===== src/pdwd_pkg.sv =====
// constants, register map and carrier types for the power-down / watchdog block
// assumes a single 125 MHz clock that is also the system clock of the core
package pdwd_pkg;
	// register byte offsets on the apb bus
	localparam logic [7:0] PDWD_OFS_PRESCALE = 8'h00;
	localparam logic [7:0] PDWD_OFS_STATUS = 8'h04;
	localparam logic [7:0] PDWD_OFS_COUNT = 8'h08;
	// field positions and reset values
	localparam int PDWD_SEL_LSB = 0;
	localparam int PDWD_SEL_MSB = 2;
	localparam int PDWD_STAT_SLEEP = 0;
	localparam int PDWD_STAT_EXPIRY = 1;
	localparam int PDWD_STAT_STATE = 2;
	localparam logic [7:0] PDWD_PRESCALE_RST = 8'h07;
	// timing
	localparam int PDWD_CLK_MHZ = 125;
	localparam int PDWD_SYS_PER_PCLK = 1; // system clock periods per pclk cycle
	localparam int PDWD_WAKE_PERIODS = 1024; // system clock periods after wake
	localparam int PDWD_WAKE_CYC = PDWD_WAKE_PERIODS / PDWD_SYS_PER_PCLK;
	localparam int PDWD_INSTR_DIV = 4; // instruction clock = system clock / 4
	localparam int PDWD_ISR_EXTRA_CYC = PDWD_INSTR_DIV; // extra delay before isr
	localparam int PDWD_OSC_DIV = 256; // 8-stage divider on the watchdog oscillator
	localparam int PDWD_PRE_W = 7; // prescaler reaches 1:128
	typedef enum logic [1:0] {
		ST_RUN = 2'b00,
		ST_SLEEP = 2'b01,
		ST_WAIT = 2'b10,
		ST_ISR = 2'b11
	} pdwd_state_t;
	typedef enum logic [1:0] {
		WK_EXT = 2'b00,
		WK_WDT = 2'b01,
		WK_PORT = 2'b10,
		WK_INT = 2'b11
	} pdwd_cause_t;
	// fixed configuration options, set at programming time
	typedef struct packed {
		logic wdt_enable;
		logic src_osc;
		logic two_clear;
		logic [7:0] pa_wake_en;
	} pdwd_cfg_t;
	// one-cycle instruction strobes from the core
	typedef struct packed {
		logic halt;
		logic clr_single;
		logic clr_first;
		logic clr_second;
	} pdwd_instr_t;
endpackage


===== src/pdwd_ctrl.sv =====
// power-down entry, wake-up sequencing and watchdog timer with apb registers
// assumes core strobes, pins and oscillator tick are synchronous to pclk
// Overview of operation
// RULE1 - only the halt instruction enters power-down; core stops, oscillator stops
// RULE2 - registers and port states hold unchanged while powered down
// RULE3 - on halt, oscillator-sourced watchdog clears and runs; instruction-sourced stops
// RULE4 - halt sets sleep_flag and clears expiry_flag
// RULE5 - wake on external reset, port A falling edge, interrupt or watchdog overflow
// RULE6 - external reset wake gives full reset; watchdog wake gives watchdog reset; a watchdog wake here pulses pc_sp_reset, not wdt_reset
// RULE7 - sleep_flag cleared by power-up or watchdog clears, set by halt
// RULE8 - expiry_flag set on time-out; sleep time-out resets only pc and stack
// RULE9 - each port A pin has own wake enable; resume after halt
// RULE10 - disabled interrupt or full stack resumes after halt, interrupt stays pending
// RULE11 - enabled interrupt with free stack takes normal interrupt response
// RULE12 - interrupt already pending at halt cannot wake the device
// RULE13 - wait 1024 system clocks after wake; isr starts at least a cycle later
// RULE14 - watchdog clock is its own oscillator or system clock divided by 4
// RULE15 - watchdog disabled makes all watchdog instructions no-operations
// RULE16 - oscillator source passes an 8-stage divide-by-256 counter first
// RULE17 - bits 0 to 2 of prescale register select ratio, all ones 1:128
// RULE18 - instruction-clock watchdog stops in power-down and cannot wake
// RULE19 - running time-out resets device and sets expiry_flag; sleeping one pc/stack only
// RULE20 - counter and prescaler cleared by reset pin low, clear instructions, halt
// RULE21 - option picks single clear instruction or the two-instruction pair
// RULE22 - repeating the same half of the pair does nothing
// RULE23 - select value n gives division ratio 2 to the n
`timescale 1ns/100ps
module pdwd_ctrl
	import pdwd_pkg::*;
#(
	parameter int PA_W = 8,
	parameter int INT_W = 4
)(
	input wire logic pclk,
	input wire logic presetn,
	input wire logic psel,
	input wire logic penable,
	input wire logic pwrite,
	input wire logic [7:0] paddr,
	input wire logic [31:0] pwdata,
	output logic [31:0] prdata,
	output logic pready,
	output logic pslverr,
	input wire pdwd_cfg_t cfg,
	input wire pdwd_instr_t instr,
	input wire logic wdt_osc_tick,
	input wire logic external_init_pin_n,
	input wire logic [PA_W-1:0] port_a_pins,
	input wire logic [INT_W-1:0] int_req,
	input wire logic [INT_W-1:0] int_en,
	input wire logic stack_full,
	output logic osc_run,
	output logic core_hold,
	output logic resume_next,
	output logic isr_go,
	output logic full_reset,
	output logic wdt_reset,
	output logic pc_sp_reset
);
	// elaboration check on widths the logic serves
	if (PA_W < 1 || PA_W > 8 || INT_W < 1)
		$error("pdwd_ctrl: unsupported PA_W or INT_W");

	localparam logic [10:0] WAIT_LAST = 11'(PDWD_WAKE_CYC - 1);
	localparam logic [1:0] DIV4_LAST = 2'(PDWD_INSTR_DIV - 1);
	localparam logic [7:0] OSC_LAST = 8'(PDWD_OSC_DIV - 1);
	localparam logic [2:0] ISR_LAST = 3'(PDWD_ISR_EXTRA_CYC - 1);
	localparam logic [1:0] HALF_NONE = 2'h0;
	localparam logic [1:0] HALF_FIRST = 2'h1;
	localparam logic [1:0] HALF_SECOND = 2'h2;

	pdwd_state_t st_q;
	pdwd_cause_t cause_q;
	logic [7:0] prescale_q;
	logic sleep_flag_q;
	logic expiry_flag_q;
	logic [1:0] div4_q;
	logic [7:0] osc_pre_q;
	logic [PDWD_PRE_W-1:0] watchdog_counter_q;
	logic [1:0] last_half_q;
	logic [10:0] wait_cnt_q;
	logic [2:0] isr_cnt_q;
	logic [INT_W-1:0] armed_q;
	logic [INT_W-1:0] woke_int_q;
	logic [PA_W-1:0] pa_prev_q;
	logic instr_tick;
	logic osc_tick256;
	logic base_tick;
	logic halt_take;
	logic clr_ok;
	logic wdt_clear;
	logic timeout;
	logic pa_fall;
	logic int_wake;
	logic wake;
	logic wait_done;
	logic bus_wr;
	logic sel_prescale;
	logic sel_status;
	logic sel_count;

	// last count value for a select n: ratio is 2 to the n
	function automatic logic [PDWD_PRE_W-1:0] ratio_last(input logic [2:0] sel);
		logic [PDWD_PRE_W:0] r;
		r = (PDWD_PRE_W+1)'(1) << sel; // RULE23
		return PDWD_PRE_W'(r - (PDWD_PRE_W+1)'(1));
	endfunction

	// core stops on halt; only a wake sequence lets it run again
	assign osc_run = (st_q != ST_SLEEP); // RULE1
	assign core_hold = (st_q != ST_RUN); // RULE2
	assign halt_take = instr.halt && (st_q == ST_RUN); // RULE1

	// instruction clock divider freezes with the system oscillator
	always_ff @(posedge pclk or negedge presetn)
	begin
		if (!presetn)
			div4_q <= 2'h0;
		else if (osc_run) // RULE2
			div4_q <= div4_q + 2'h1;
	end
	assign instr_tick = osc_run && (div4_q == DIV4_LAST); // RULE14 RULE18

	// 8-stage divider behind the watchdog oscillator, cleared with the prescaler
	always_ff @(posedge pclk or negedge presetn)
	begin
		if (!presetn)
			osc_pre_q <= 8'h00;
		else if (wdt_clear)
			osc_pre_q <= 8'h00; // RULE20
		else if (wdt_osc_tick)
			osc_pre_q <= osc_pre_q + 8'h01; // RULE16
	end
	assign osc_tick256 = wdt_osc_tick && (osc_pre_q == OSC_LAST); // RULE16
	assign base_tick = cfg.src_osc ? osc_tick256 : instr_tick; // RULE14 RULE3

	// two-instruction scheme remembers the half last executed
	always_ff @(posedge pclk or negedge presetn)
	begin
		if (!presetn)
			last_half_q <= HALF_NONE;
		else if (cfg.wdt_enable && cfg.two_clear && st_q == ST_RUN)
		begin
			if (instr.clr_first)
				last_half_q <= HALF_FIRST;
			else if (instr.clr_second)
				last_half_q <= HALF_SECOND;
		end
	end

	// a clear counts only when the other half follows; repeats are ignored
	always_comb
	begin
		clr_ok = 1'b0;
		if (cfg.wdt_enable && st_q == ST_RUN) // RULE15
		begin
			if (!cfg.two_clear)
				clr_ok = instr.clr_single; // RULE21
			else
				clr_ok = (instr.clr_first && last_half_q == HALF_SECOND)
					|| (instr.clr_second && last_half_q == HALF_FIRST); // RULE21 RULE22
		end
	end
	assign wdt_clear = !external_init_pin_n || clr_ok || halt_take; // RULE20 RULE3

	// watchdog counter; time-out when the selected ratio is reached
	assign timeout = cfg.wdt_enable && base_tick && !wdt_clear
		&& (watchdog_counter_q == ratio_last(prescale_q[PDWD_SEL_MSB:PDWD_SEL_LSB])); // RULE17
	always_ff @(posedge pclk or negedge presetn)
	begin
		if (!presetn)
			watchdog_counter_q <= '0;
		else if (wdt_clear || timeout)
			watchdog_counter_q <= '0; // RULE20
		else if (cfg.wdt_enable && base_tick)
			watchdog_counter_q <= watchdog_counter_q + PDWD_PRE_W'(1);
	end

	// wake sources; a request already pending at halt is not armed
	always_ff @(posedge pclk or negedge presetn)
	begin
		if (!presetn)
			armed_q <= '0;
		else if (halt_take)
			armed_q <= ~int_req; // RULE12
	end
	always_ff @(posedge pclk or negedge presetn)
	begin
		if (!presetn)
			pa_prev_q <= '1;
		else
			pa_prev_q <= port_a_pins;
	end
	assign pa_fall = |(pa_prev_q & ~port_a_pins & cfg.pa_wake_en[PA_W-1:0]); // RULE9
	assign int_wake = |(int_req & armed_q); // RULE12
	assign wake = (st_q == ST_SLEEP)
		&& (!external_init_pin_n || timeout || pa_fall || int_wake); // RULE5
	assign wait_done = (st_q == ST_WAIT) && (wait_cnt_q == WAIT_LAST);

	// sequencer: sleep, fixed wake wait, optional isr delay
	always_ff @(posedge pclk or negedge presetn)
	begin
		if (!presetn)
			st_q <= ST_RUN;
		else
		begin
			unique case (st_q)
				ST_RUN:
					if (halt_take)
						st_q <= ST_SLEEP; // RULE1
				ST_SLEEP:
					if (wake)
						st_q <= ST_WAIT; // RULE5
				ST_WAIT:
					if (wait_done)
						st_q <= (cause_q == WK_INT && |(woke_int_q & int_en) && !stack_full)
							? ST_ISR : ST_RUN; // RULE11 RULE10
				ST_ISR:
					if (isr_cnt_q == ISR_LAST)
						st_q <= ST_RUN; // RULE13
			endcase
		end
	end

	// cause of the wake, by priority: reset pin, watchdog, port, interrupt
	always_ff @(posedge pclk or negedge presetn)
	begin
		if (!presetn)
		begin
			cause_q <= WK_EXT;
			woke_int_q <= '0;
		end
		else if (wake)
		begin
			woke_int_q <= int_req & armed_q;
			if (!external_init_pin_n)
				cause_q <= WK_EXT; // RULE6
			else if (timeout)
				cause_q <= WK_WDT; // RULE6
			else if (pa_fall)
				cause_q <= WK_PORT; // RULE9
			else
				cause_q <= WK_INT;
		end
	end

	// wait counters for the wake delay and the isr lag
	always_ff @(posedge pclk or negedge presetn)
	begin
		if (!presetn)
		begin
			wait_cnt_q <= 11'h000;
			isr_cnt_q <= 3'h0;
		end
		else
		begin
			wait_cnt_q <= (st_q == ST_WAIT) ? wait_cnt_q + 11'h001 : 11'h000; // RULE13
			isr_cnt_q <= (st_q == ST_ISR) ? isr_cnt_q + 3'h1 : 3'h0;
		end
	end

	// one-cycle reset and resume strobes to the core, registered
	always_ff @(posedge pclk or negedge presetn)
	begin
		if (!presetn)
		begin
			resume_next <= 1'b0;
			isr_go <= 1'b0;
			full_reset <= 1'b0;
			pc_sp_reset <= 1'b0;
			wdt_reset <= 1'b0;
		end
		else
		begin
			resume_next <= wait_done && (cause_q == WK_PORT
				|| (cause_q == WK_INT && st_q == ST_WAIT
				&& !(|(woke_int_q & int_en) && !stack_full))); // RULE9 RULE10 RULE13
			isr_go <= (st_q == ST_ISR) && (isr_cnt_q == ISR_LAST); // RULE11 RULE13
			full_reset <= wait_done && cause_q == WK_EXT; // RULE6
			pc_sp_reset <= wait_done && cause_q == WK_WDT; // RULE8 RULE19
			wdt_reset <= timeout && st_q == ST_RUN; // RULE19
		end
	end

	// status flags: hardware set wins over a clear in the same cycle
	always_ff @(posedge pclk or negedge presetn)
	begin
		if (!presetn)
		begin
			sleep_flag_q <= 1'b0; // RULE7
			expiry_flag_q <= 1'b0;
		end
		else
		begin
			if (halt_take)
				sleep_flag_q <= 1'b1; // RULE4 RULE7
			else if (clr_ok)
				sleep_flag_q <= 1'b0; // RULE7
			if (timeout)
				expiry_flag_q <= 1'b1; // RULE8 RULE19
			else if (halt_take)
				expiry_flag_q <= 1'b0; // RULE4
		end
	end

	// apb slave: zero wait states, unmapped offsets answer an error
	assign pready = 1'b1;
	assign sel_prescale = (paddr == PDWD_OFS_PRESCALE);
	assign sel_status = (paddr == PDWD_OFS_STATUS);
	assign sel_count = (paddr == PDWD_OFS_COUNT);
	assign bus_wr = psel && penable && pwrite && sel_prescale;
	assign pslverr = psel && penable && !(sel_prescale || sel_status || sel_count);

	// prescale register returns to its default on a running time-out or reset pin
	always_ff @(posedge pclk or negedge presetn)
	begin
		if (!presetn)
			prescale_q <= PDWD_PRESCALE_RST;
		else if ((timeout && st_q == ST_RUN) || !external_init_pin_n)
			prescale_q <= PDWD_PRESCALE_RST; // RULE19
		else if (bus_wr)
			prescale_q <= pwdata[7:0]; // RULE17
	end

	// read data registered in the setup phase, valid during access
	always_ff @(posedge pclk or negedge presetn)
	begin
		if (!presetn)
			prdata <= 32'h0000_0000;
		else if (psel && !penable)
		begin
			prdata <= 32'h0000_0000;
			if (sel_prescale)
				prdata[7:0] <= prescale_q;
			else if (sel_status)
			begin
				prdata[PDWD_STAT_SLEEP] <= sleep_flag_q;
				prdata[PDWD_STAT_EXPIRY] <= expiry_flag_q;
				prdata[PDWD_STAT_STATE +: 2] <= st_q;
			end
			else if (sel_count)
				prdata[PDWD_PRE_W-1:0] <= watchdog_counter_q;
		end
	end

	// checks on the block's own behaviour
	int unsigned wait_len_q;
	always_ff @(posedge pclk or negedge presetn)
	begin
		if (!presetn)
			wait_len_q <= 0;
		else
			wait_len_q <= (st_q == ST_WAIT) ? wait_len_q + 1 : 0;
	end
endmodule


===== config.mk =====
export PLATFORM = sky130hd
export DESIGN_NAME = pdwd_ctrl
export DESIGN_NICKNAME = d
export VERILOG_FILES = /design/src/pdwd_pkg.sv /design/src/pdwd_ctrl.sv
export SDC_FILE = /design/constraint.sdc
export NUM_CORES = 1
export LEC_CHECK = 0
export BUFFER_PORTS_ARGS = -buffer_cell sky130_fd_sc_hd__buf_2
export CAP_MARGIN = 0
export CORE_ASPECT_RATIO = 1.75
export CORE_MARGIN = 2
export CORE_UTILIZATION = 55
export DETAILED_ROUTE_END_ITERATION = 8
export PLACE_DENSITY = 0.85
export SLEW_MARGIN = 25
export SYNTH_ARGS = -nofsm -noshare
export SYNTH_HDL_FRONTEND = slang
export SYNTH_SLANG_ARGS = --single-unit

===== constraint.sdc =====
create_clock -name pclk -period 4.59 [get_ports pclk]
set_clock_uncertainty 0.2 [all_clocks]
set_input_delay 0.2295 -clock pclk [delete_from_list [all_inputs] [get_ports pclk]]
set_output_delay 0.2295 -clock pclk [all_outputs]
set_load 0.05 [all_outputs]

# == Yosys cells after proc, flatten, opt, wreduce, memory -nomap -nowiden ==
# Cells that the tools add are included.
# word_totals
elab_cells,144
register_bits,76
output_inout_bits,41
inputBits,79
# op_classes
n_eq_ne,20
bitwise,6
n_addsub,6
n_reduce_logical,60
mux,31
n_shift,1
# op_table
op,n
8-bit 2-to-1 mux,4
1-bit logical AND,28
7-bit 2-to-1 mux,4
2-bit 2-to-1 mux,9
8-bit bitwise AND,2
2-bit nonzero test,7
"2-bit == test, second input constant",6
"11-bit by 1-bit adder with 11-bit output, second input constant",1
"11-bit by 10-bit == test with 1-bit output, second input constant",1
1-bit logical OR,11
11-bit 2-to-1 mux,1
1-bit 2-to-1 mux,9
"8-bit by 1-bit adder with 8-bit output, second input constant",1
4-bit bitwise AND,2
"8-bit by 3-bit == test with 1-bit output, second input constant",1
"8-bit by 4-bit == test with 1-bit output, second input constant",1
"8-bit == test, second input constant",1
8-bit logical NOT,1
8-bit NOT,1
2-bit case mux with 4 select lines,1
4-bit OR reduction,2
8-bit OR reduction,1
"7-bit by 1-bit adder with 7-bit output, second input constant",1
7-bit == test,1
other kinds (15),27

# == Logic depth before layout (Yosys ltp) ==
# Gate-level depths: netlist (run 1).
# logic_depth
depth_word,16
ltp_mapped,8
depth_no_buf,7

# == Worst setup path before layout (run 1) ==
# OpenSTA, ideal clock, no wires.
# synth_path
kind,register to register
startpoint,register prescale_q[1]
endpoint,register cause_q[0]
path_stages_with_launch,8
required_ns,4.308
t_arrival_ns,2.010
path_buffers,1
setup_time_ns,0.082
period_less_slack_ns,2.292
path_slack_ns,2.298
cell_sequence,dfstp_2 > buf_4 > inv_2 > a2111o_1 > o311ai_2 > o211ai_4 > or4_1 > a22oi_2
# synth_between
elab_chain_len,8
elab_cells_between_ends,10
classes_between,add/sub: 1; eq/ne: 1; shift: 1; mux: 2; reduce/logical: 5
# synth_rtl
item,line,rtl
from (decl),pdwd_ctrl.sv:74,logic [7:0] prescale_q;
from (signal assigned),pdwd_ctrl.sv:322,prescale_q <= pwdata[7:0];
1-bit by 3-bit << shifter with 7-bit output (*),pdwd_ctrl.sv:105,r = (PDWD_PRE_W+1)'(1) << sel;
7-bit by 1-bit subtractor with 7-bit output (*),pdwd_ctrl.sv:106,return PDWD_PRE_W'(r - (PDWD_PRE_W+1)'(1));
7-bit == test (*),pdwd_ctrl.sv:168,&& (watchdog_counter_q == ratio_last(prescale_q[PDWD_SEL_MSB:PDWD_SEL_LSB]));
1-bit logical AND (*),pdwd_ctrl.sv:168,
1-bit logical OR (3 in series),pdwd_ctrl.sv:197,&& (!external_init_pin_n || timeout || pa_fall || int_wake);
1-bit logical AND,pdwd_ctrl.sv:197,
to (signal assigned),pdwd_ctrl.sv:230,cause_q <= WK_EXT;
to (signal assigned),pdwd_ctrl.sv:237,cause_q <= WK_EXT;
to (signal assigned),pdwd_ctrl.sv:239,cause_q <= WK_WDT;
to (decl),pdwd_ctrl.sv:73,pdwd_cause_t cause_q;
# Mark *: on every way between the ends. The rest lies on a longest branch, timed or not.
# A chain may end at the register's enable or synchronous reset.

# == Final worst setup path (run 1) ==
# layout_path
startpoint,register st_q[0]
endpoint,register prescale_q[5]
# layout_between
elab_chain_len,11
elab_cells_between_ends,17
classes_between,eq/ne: 1; mux: 3; reduce/logical: 13
# layout_rtl
item,line,rtl
from (decl),pdwd_ctrl.sv:72,pdwd_state_t st_q;
from (signal assigned),pdwd_ctrl.sv:216,st_q <= (cause_q == WK_INT && |(woke_int_q & int_en) && !stack_full)
2-bit logical NOT,"pdwd_ctrl.sv:112, pdwd_ctrl.sv:155, pdwd_ctrl.sv:319",
1-bit logical AND,pdwd_ctrl.sv:155,if (cfg.wdt_enable && st_q == ST_RUN)
1-bit 2-to-1 mux,pdwd_ctrl.sv:155,
1-bit logical OR (2 in series),pdwd_ctrl.sv:164,assign wdt_clear = !external_init_pin_n || clr_ok || halt_take;
1-bit logical NOT,pdwd_ctrl.sv:167,assign timeout = cfg.wdt_enable && base_tick && !wdt_clear
1-bit logical AND,pdwd_ctrl.sv:167,
1-bit logical AND,pdwd_ctrl.sv:168,
1-bit logical AND (*),pdwd_ctrl.sv:319,else if ((timeout && st_q == ST_RUN) || !external_init_pin_n)
1-bit logical OR (*),pdwd_ctrl.sv:319,
8-bit 2-to-1 mux / 2-bit nonzero test (equally long branches),--,
# Marked as above.

==> key figures, run 1 <==
Placement
  – PortBufs: 70
  – DP Area: a little over 0.004 sq mm
  – Routability congestion estimate: approximately 0.84
  – HPWL Detailed: 5729 microns

Worst setup path
  – CP peak stage delay: around 0.57 ns
  – CP required: about 4.6 ns
  – Startpoint Class: register
  – CP endpoint kind: register
  – Most common cell on crit path: nor2_1
  – Worst-path maximum fanout: 21
  – Critical-path cell list: nor2_1 > nand2_1 > nand3b_1 > nand2b_1 > o31ai_2 > nor2_1
  – Reg-to-reg startpoint: st_q[0]
  – Critical Path Start: st_q[0]
  – CP bufs+invs: 0
  – Worst path slowest cell: dfrtp_1
  – Crit path kind: reg -> reg
  – WP data arrival: between 2 and 3 ns
  – Largest delay share family, worst path: simple AND/OR/NAND/NOR gates

Die
  – Die X: 67.35 microns
  – Initial Util: 0.5633
  – Total core area: between 0.006 and 0.007 sq mm
  – I/O Pins: 120
  – Row cnt: 40
  – DIE AREA: between 0.007 and 0.008 sq mm
  – Die height: 114.9 microns

Route
  – Vias: approximately 3100
  – Final WL: 8361 microns
  – Remaining antenna violation count: 0
  – DR DRC count: 0
  – Initial DRC count: about 180
  – Drt first pass iters: 4
  – DR WL/cell: about 15 microns
  – Drt via density: ~5.5

Clock tree
  – H-tree Lvls: 3
  – Worst skew pair latency: 0.33 ns
  – Clock transition at path regs: 0.06 ns
  – CTS tree: yes
  – Clock Tree Buf Depth: 2
  – # hold bufs at CTS: 20
  – Root buffer cell: clkbuf_16
  – CTS sink count: between 70 and 80
  – Setup Fix Bufs, Post-CTS: 0
  – CTS buffer count: 9
  – Post-CTS sizing: 0

GRT
  – Met3 usage: 0.06654
  – First-pass GRT wire length: approximately 14000 microns
  – Met2 Use GR: 0.4257
  – Met1 usage: 0.2666
  – Overall routing resource usage: 0.2428
  – Grt ovf: 0
  – Largest net degree at the start of global routing: 45
  – Vias in the first global route: approximately 3200
  – Gr busiest metal: met2
  – Initial antenna violation count: 0

Timing
  – Max-slew violations: 0
  – Final setup violation count: 0
  – Tightest Pin Transition: between 0.7 and 0.8 ns
  – Unrepaired setup endpoints after global routing: false
  – Final Critical Period: 2.956 ns
  – Max_slew headroom: 0.4884
  – Final hold violations: 0
  – Setup TNS: 0 ns
  – Final worst path period share: 0.6441
  – Max Fclk: ~340 MHz

Power and ir drop
  – Leak pwr: ~0.0022 uW
  – Power Density: ~420 mW/mm^2
  – Max IR drop VDD: 0.0003479 V

Synthesis
  – Syn Inst Count: a little under 400
  – Yosys cell types: 47
  – FF+latch count, synth: 76
  – Synth Warn #: 0
  – Post-Syn Area: between 0.003 and 0.004 sq mm
  – Seq/Total Area, Yosys: 0.4960
  – EDFF count, synth: 0
  – Prevailing post-synth register cell: dfrtp_1
  – FFs w/ async S/R, synth: 1.000
  – Syn avg cell area: between 9 and 10 sq um

Finish
  – Final net count: around 570
  – Design area: 0.004646 sq mm
  – Area grow syn2layout: 20.28%
  – Antenna cells: 0
  – Share of layout cells above drive strength 1: 0.2131

Worst hold path
  – Type of the tightest min-delay check: in -> reg
  – Hold Crit Start: pwdata[2]

Job
  – Max_cap viols: 0

Run status
  – Result of the run: finished clean
[cells by family after synthesis]
group / Yosys count / share of synthesized area
AOI/OAI and AO/OA: 78 / 0.1416
xor gates and xnor gates: 17 / 0.03855
adders and majority gates: 6 / 0.01944
buffers and inverters: 59 / 0.08552
DFF: 76 / 0.4960
muxes: 14 / 0.03628
other: 2 / 0.001944
and+or+nand+nor: 146 / 0.1808
[where the power goes]
part           total, uW  switching (uW)  internal [uW]
registers            859            89.5            770
logic                401             246            156
clock network        674             264            409
[cell usage after synthesis (all sizes together), types with 2 or more instances]
master / number / area, sq um
buf: 35 / 240.2
and3: 4 / 25.02
xor2: 10 / 87.58
inv: 19 / 71.31
o22ai: 3 / 18.77
a221oi: 2 / 17.52
clkbuf: 5 / 18.77
nand2: 47 / 176.4
nor3b: 5 / 37.54
conb: 2 / 7.510
o2111ai: 3 / 26.28
nor2: 41 / 153.9
o21ai: 23 / 115.1
a21oi: 17 / 85.08
nor4: 3 / 18.77
nor3: 6 / 30.03
a22o: 8 / 70.07
dfrtp: 65 / 1627
dfstp: 11 / 289.0
o211ai: 3 / 36.28
mux2i: 14 / 140.1
a211o: 3 / 26.28
nor2b: 3 / 18.77
nand2b: 5 / 31.28
o21bai: 2 / 18.77
and4: 3 / 26.28
xnor2: 7 / 61.31
a22oi: 7 / 57.55
nand4: 6 / 37.54
ha: 6 / 75.07
nand3b: 4 / 30.03
or3: 9 / 56.30
nand3: 8 / 40.04
[registers in the layout, indices dropped and copies added, names as in the netlist, 3 cells and up]
register            cells
woke_int_q              4
armed_q                 4
wait_cnt_q             11
osc_pre_q               8
watchdog_counter_q      7
prdata                  8
pa_prev_q               8
prescale_q              8
isr_cnt_q               3
[stage by stage]
stage	hold WS (ns)	util	setup slack, ns	power, uW	cells
floorplan	-0.2661	-	2.298	1152	421
global placement	0.1432	0.6057	1.725	1226	536
detailed placement	0.1459	0.6057	1.627	1245	536
CTS	0.007156	0.6772	1.600	1947	572
global route	0.03908	0.6776	1.317	2040	572
finish	0.02413	0.6776	1.634	1934	572
[cell usage in the layout (no fill, tap or decap), drive strengths merged, types with 10 or more instances in the layout]
| cell type | instances |
|---|---|
| dfrtp | 65 |
| nand2 | 47 |
| mux2i | 14 |
| conb | 25 |
| buf | 71 |
| o21ai | 23 |
| dlygate4sd3 | 20 |
| clkbuf | 13 |
| nor2 | 41 |
| dfstp | 11 |
| a21oi | 17 |
| xor2 | 10 |
| inv | 19 |
[path summary, 6_finish.rpt]
kind                                      end  slack (ns)  cells after the start
worst min-delay path            prescale_q[2]        0.02                      4
worst max-delay path            prescale_q[5]        1.63                      6
worst max register to register  prescale_q[5]        1.63                      6
min in group asynchronous       wait_cnt_q[5]        0.22                      2
max in group asynchronous       woke_int_q[0]        3.14                      3
worst min register to register   isr_cnt_q[0]        0.24                      1
[worst min-delay path: stages]
cell	delay (ns)
buf_2	0.07
inv_1	0.03
nor2_1	0.09
a211o_1	0.10
[cell type report]
type / count / area, sq um
fillers: 521 / 2211
clock inverters: 3 / 20.02
multi-input cells: 286 / 1703
flip-flops and latches: 76 / 1916
inverters: 19 / 71.32
repair buffers: 91 / 560.5
well taps: 84 / 105.1
clock buffers: 13 / 270.3
[layer usage]
| metal | up-vias | share of wire |
|---|---|---|
| met5 | - | 0 |
| met4 | 0 | 0.021 |
| met3 | 16 | 0.057 |
| met2 | 123 | 0.54 |
| met1 | 1495 | 0.39 |
| li1 | 1506 | - |
(Power assumes the default switching activity.)
==> run 2: changes to the inputs <==
- CORE_UTILIZATION: 55 -> 46
- PLACE_DENSITY: 0.85 -> 0.76
- clock period: 4.59 -> 2.4 ns (I/O delays scaled with it)
==> run 2 against run 1 <==
Compared with the run above:
- clock power up 130%
- hold slack worse by 0.018 ns
- utilization down 7.5 points
- final area up 6.3%
- global-route usage down 3.5 points
- via count up 3.6%
- sequential share of layout area down 2.5 points
- worst setup slack worse by 1.5 ns
- clock-buffer cell count down 1
- highest routed layer unchanged
==> key figures, run 2 (synthesis gave the netlist of run 1 again) <==
GRT
  – Largest net degree at the start of global routing: between 50 and 60
  – Overall routing resource usage: 0.2077
  – Initial antenna violation count: 0
  – Vias in the first global route: roughly 3300
  – Grt ovf: 0
  – First-pass GRT wire length: between 10000 and 15000 microns

Worst hold path
  – Hold Path Stages: 3
  – Type of the tightest min-delay check: in -> reg
  – Hold Crit Start: cfg[8]
  – Hold EP: sleep_flag_q

Worst setup path
  – Reg-to-reg startpoint: prescale_q[1]
  – R2R Setup Slk: between 0.1 and 0.15 ns
  – CP required: ~2.5 ns
  – Crit path kind: reg -> reg
  – Startpoint Class: register
  – Worst path slowest cell: dfstp_2
  – CP peak stage delay: around 0.6 ns
  – Largest delay share family, worst path: compound AO/OA/AOI/OAI gates
  – WP data arrival: approximately 2.3 ns
  – Critical-path cell list: inv_2 > a2111o_1 > o311ai_2 > o211ai_4 > or4_1 > a22oi_2
  – CP bufs+invs: 1
  – Worst R2R End: cause_q[0]
  – Worst-path maximum fanout: 7
  – CP endpoint kind: register
  – Cell depth of the worst flop-to-flop path: 6

Finish
  – Max reg flops: 11
  – Filler cell count: 654
  – Share of layout cells above drive strength 1: 0.2378
  – Seq. cell area: ~0.0019 sq mm
  – Design area: approximately 0.0049 sq mm
  – Biggest register: wait_cnt_q
  – Non-Filler Instances: a little over 600
  – Leading cell types in the layout, fill and taps excluded: buf_2 (70), dfrtp_1 (65), nand2_1 (47)
  – Multi-input gate area: 0.001710 sq mm
  – Antenna cells: 0
  – Area grow syn2layout: 27.89%
  – Commonest non-fill, non-tap cell in the layout: buf_2
  – Final net count: approximately 590

Power and ir drop
  – Leak pwr: between 0.002 and 0.0025 uW
  – Power Density: about 820 mW/mm^2
  – Max IR drop VDD: 0.0006224 V

Clock tree
  – H-tree Lvls: 3
  – Clock transition at path regs: approximately 0.06 ns
  – CTS tree: yes
  – CTS sink count: 76
  – Clock Tree Buf Depth: 2
  – CTS buffer count: 9
  – Root buffer cell: clkbuf_16
  – Worst skew pair latency: roughly 0.34 ns

Timing
  – Max-slew violations: 0
  – Final Critical Period: 2.278 ns
  – Final hold violations: 0
  – Setup TNS: 0 ns
  – Final setup violation count: 0
  – Final worst path period share: 0.9492
  – Max Fclk: 439.0 MHz
  – Unrepaired setup endpoints after global routing: false

Die
  – DIE AREA: roughly 0.0092 sq mm
  – Die height: approximately 130 microns
  – Initial Util: 0.4709
  – Row cnt: 44
  – I/O Pins: 120
  – Total core area: between 0.008 and 0.009 sq mm
  – Die X: 73.27 microns

Route
  – Drt first pass iters: 4
  – Initial DRC count: between 100 and 150
  – Drt via density: 5.379
  – Vias: roughly 3300
  – Final WL: just under 9000 microns
  – Remaining antenna violation count: 0
  – DR DRC count: 0
  – DR WL/cell: approximately 15 microns

Job
  – Max_cap viols: 0

Placement
  – DP Area: roughly 0.0043 sq mm
  – Number of cells after detailed placement: 559
  – PortBufs: 70
  – Routability congestion estimate: ~0.84
  – HPWL Detailed: roughly 6200 microns

Run status
  – Result of the run: finished clean
==> run 2: worst max path at each step <==
stage / startpoint / end / slack (ns) / cells after the start
2_1_floorplan: prescale_q[1] / cause_q[0] / 0.11 / 7
3_3_place_gp: prescale_q[1] / cause_q[0] / 0.11 / 6
3_5_place_dp: prescale_q[1] / cause_q[0] / 0.06 / 6
4_1_cts: prescale_q[1] / cause_q[0] / 0.05 / 6
5_1_grt: osc_pre_q[0] / woke_int_q[1] / 0.005 / 7
6_report: prescale_q[1] / cause_q[0] / 0.12 / 6
==> run 2: through the flow <==
step | utilization | hold slack, ns | total power (uW) | worst slack (ns)
after floorplan | - | -0.3756 | 2203 | 0.1081
after global placement | 0.5227 | -0.09874 | 2404 | 0.1089
after detailed placement | 0.5227 | -0.08746 | 2450 | 0.06033
after CTS | 0.5985 | 0.007739 | 4085 | 0.05183
after global routing | 0.6022 | 0.04974 | 4263 | 0.004951
final | 0.6022 | 0.006436 | 4050 | 0.1220
==> run 2: report_power, final <==
group          internal, uW  leakage (uW)  switching [uW]
Clock                  1070      0.000173             499
Sequential             1470      0.000987             134
Combinational           353       0.00121             522
Total                  2900       0.00237            1160
==> run 2: timing repair <==
action	in CTS	in global routing
hold endpoints to repair	78	0
hold buffers	27	0
gates resized for setup	0	1
buffers inserted	0	3
setup endpoints to repair	0	6
==> run 2: layout make-up <==
cell class,count,area share
flip-flops and latches,76,0.3878
inverters,19,0.01444
well taps,92,0.02330
repair buffers,116,0.1570
multi-input cells,286,0.3463
clock inverters,4,0.01925
clock buffers,12,0.05193
==> run 2: worst reg2reg max path, cell delays in order, from the launching register on <==
cell      delay (ns)
dfstp_2         0.60
inv_2           0.06
a2111o_1        0.37
o311ai_2        0.11
o211ai_4        0.14
or4_1           0.55
a22oi_2         0.16
==> run 2: routing by layer <==
layer,routed length (microns),global-route usage
met2,4800,0.3556
met1,3285,0.2314
met3,480,0.05318
met5,0,0
met4,229,0.1024
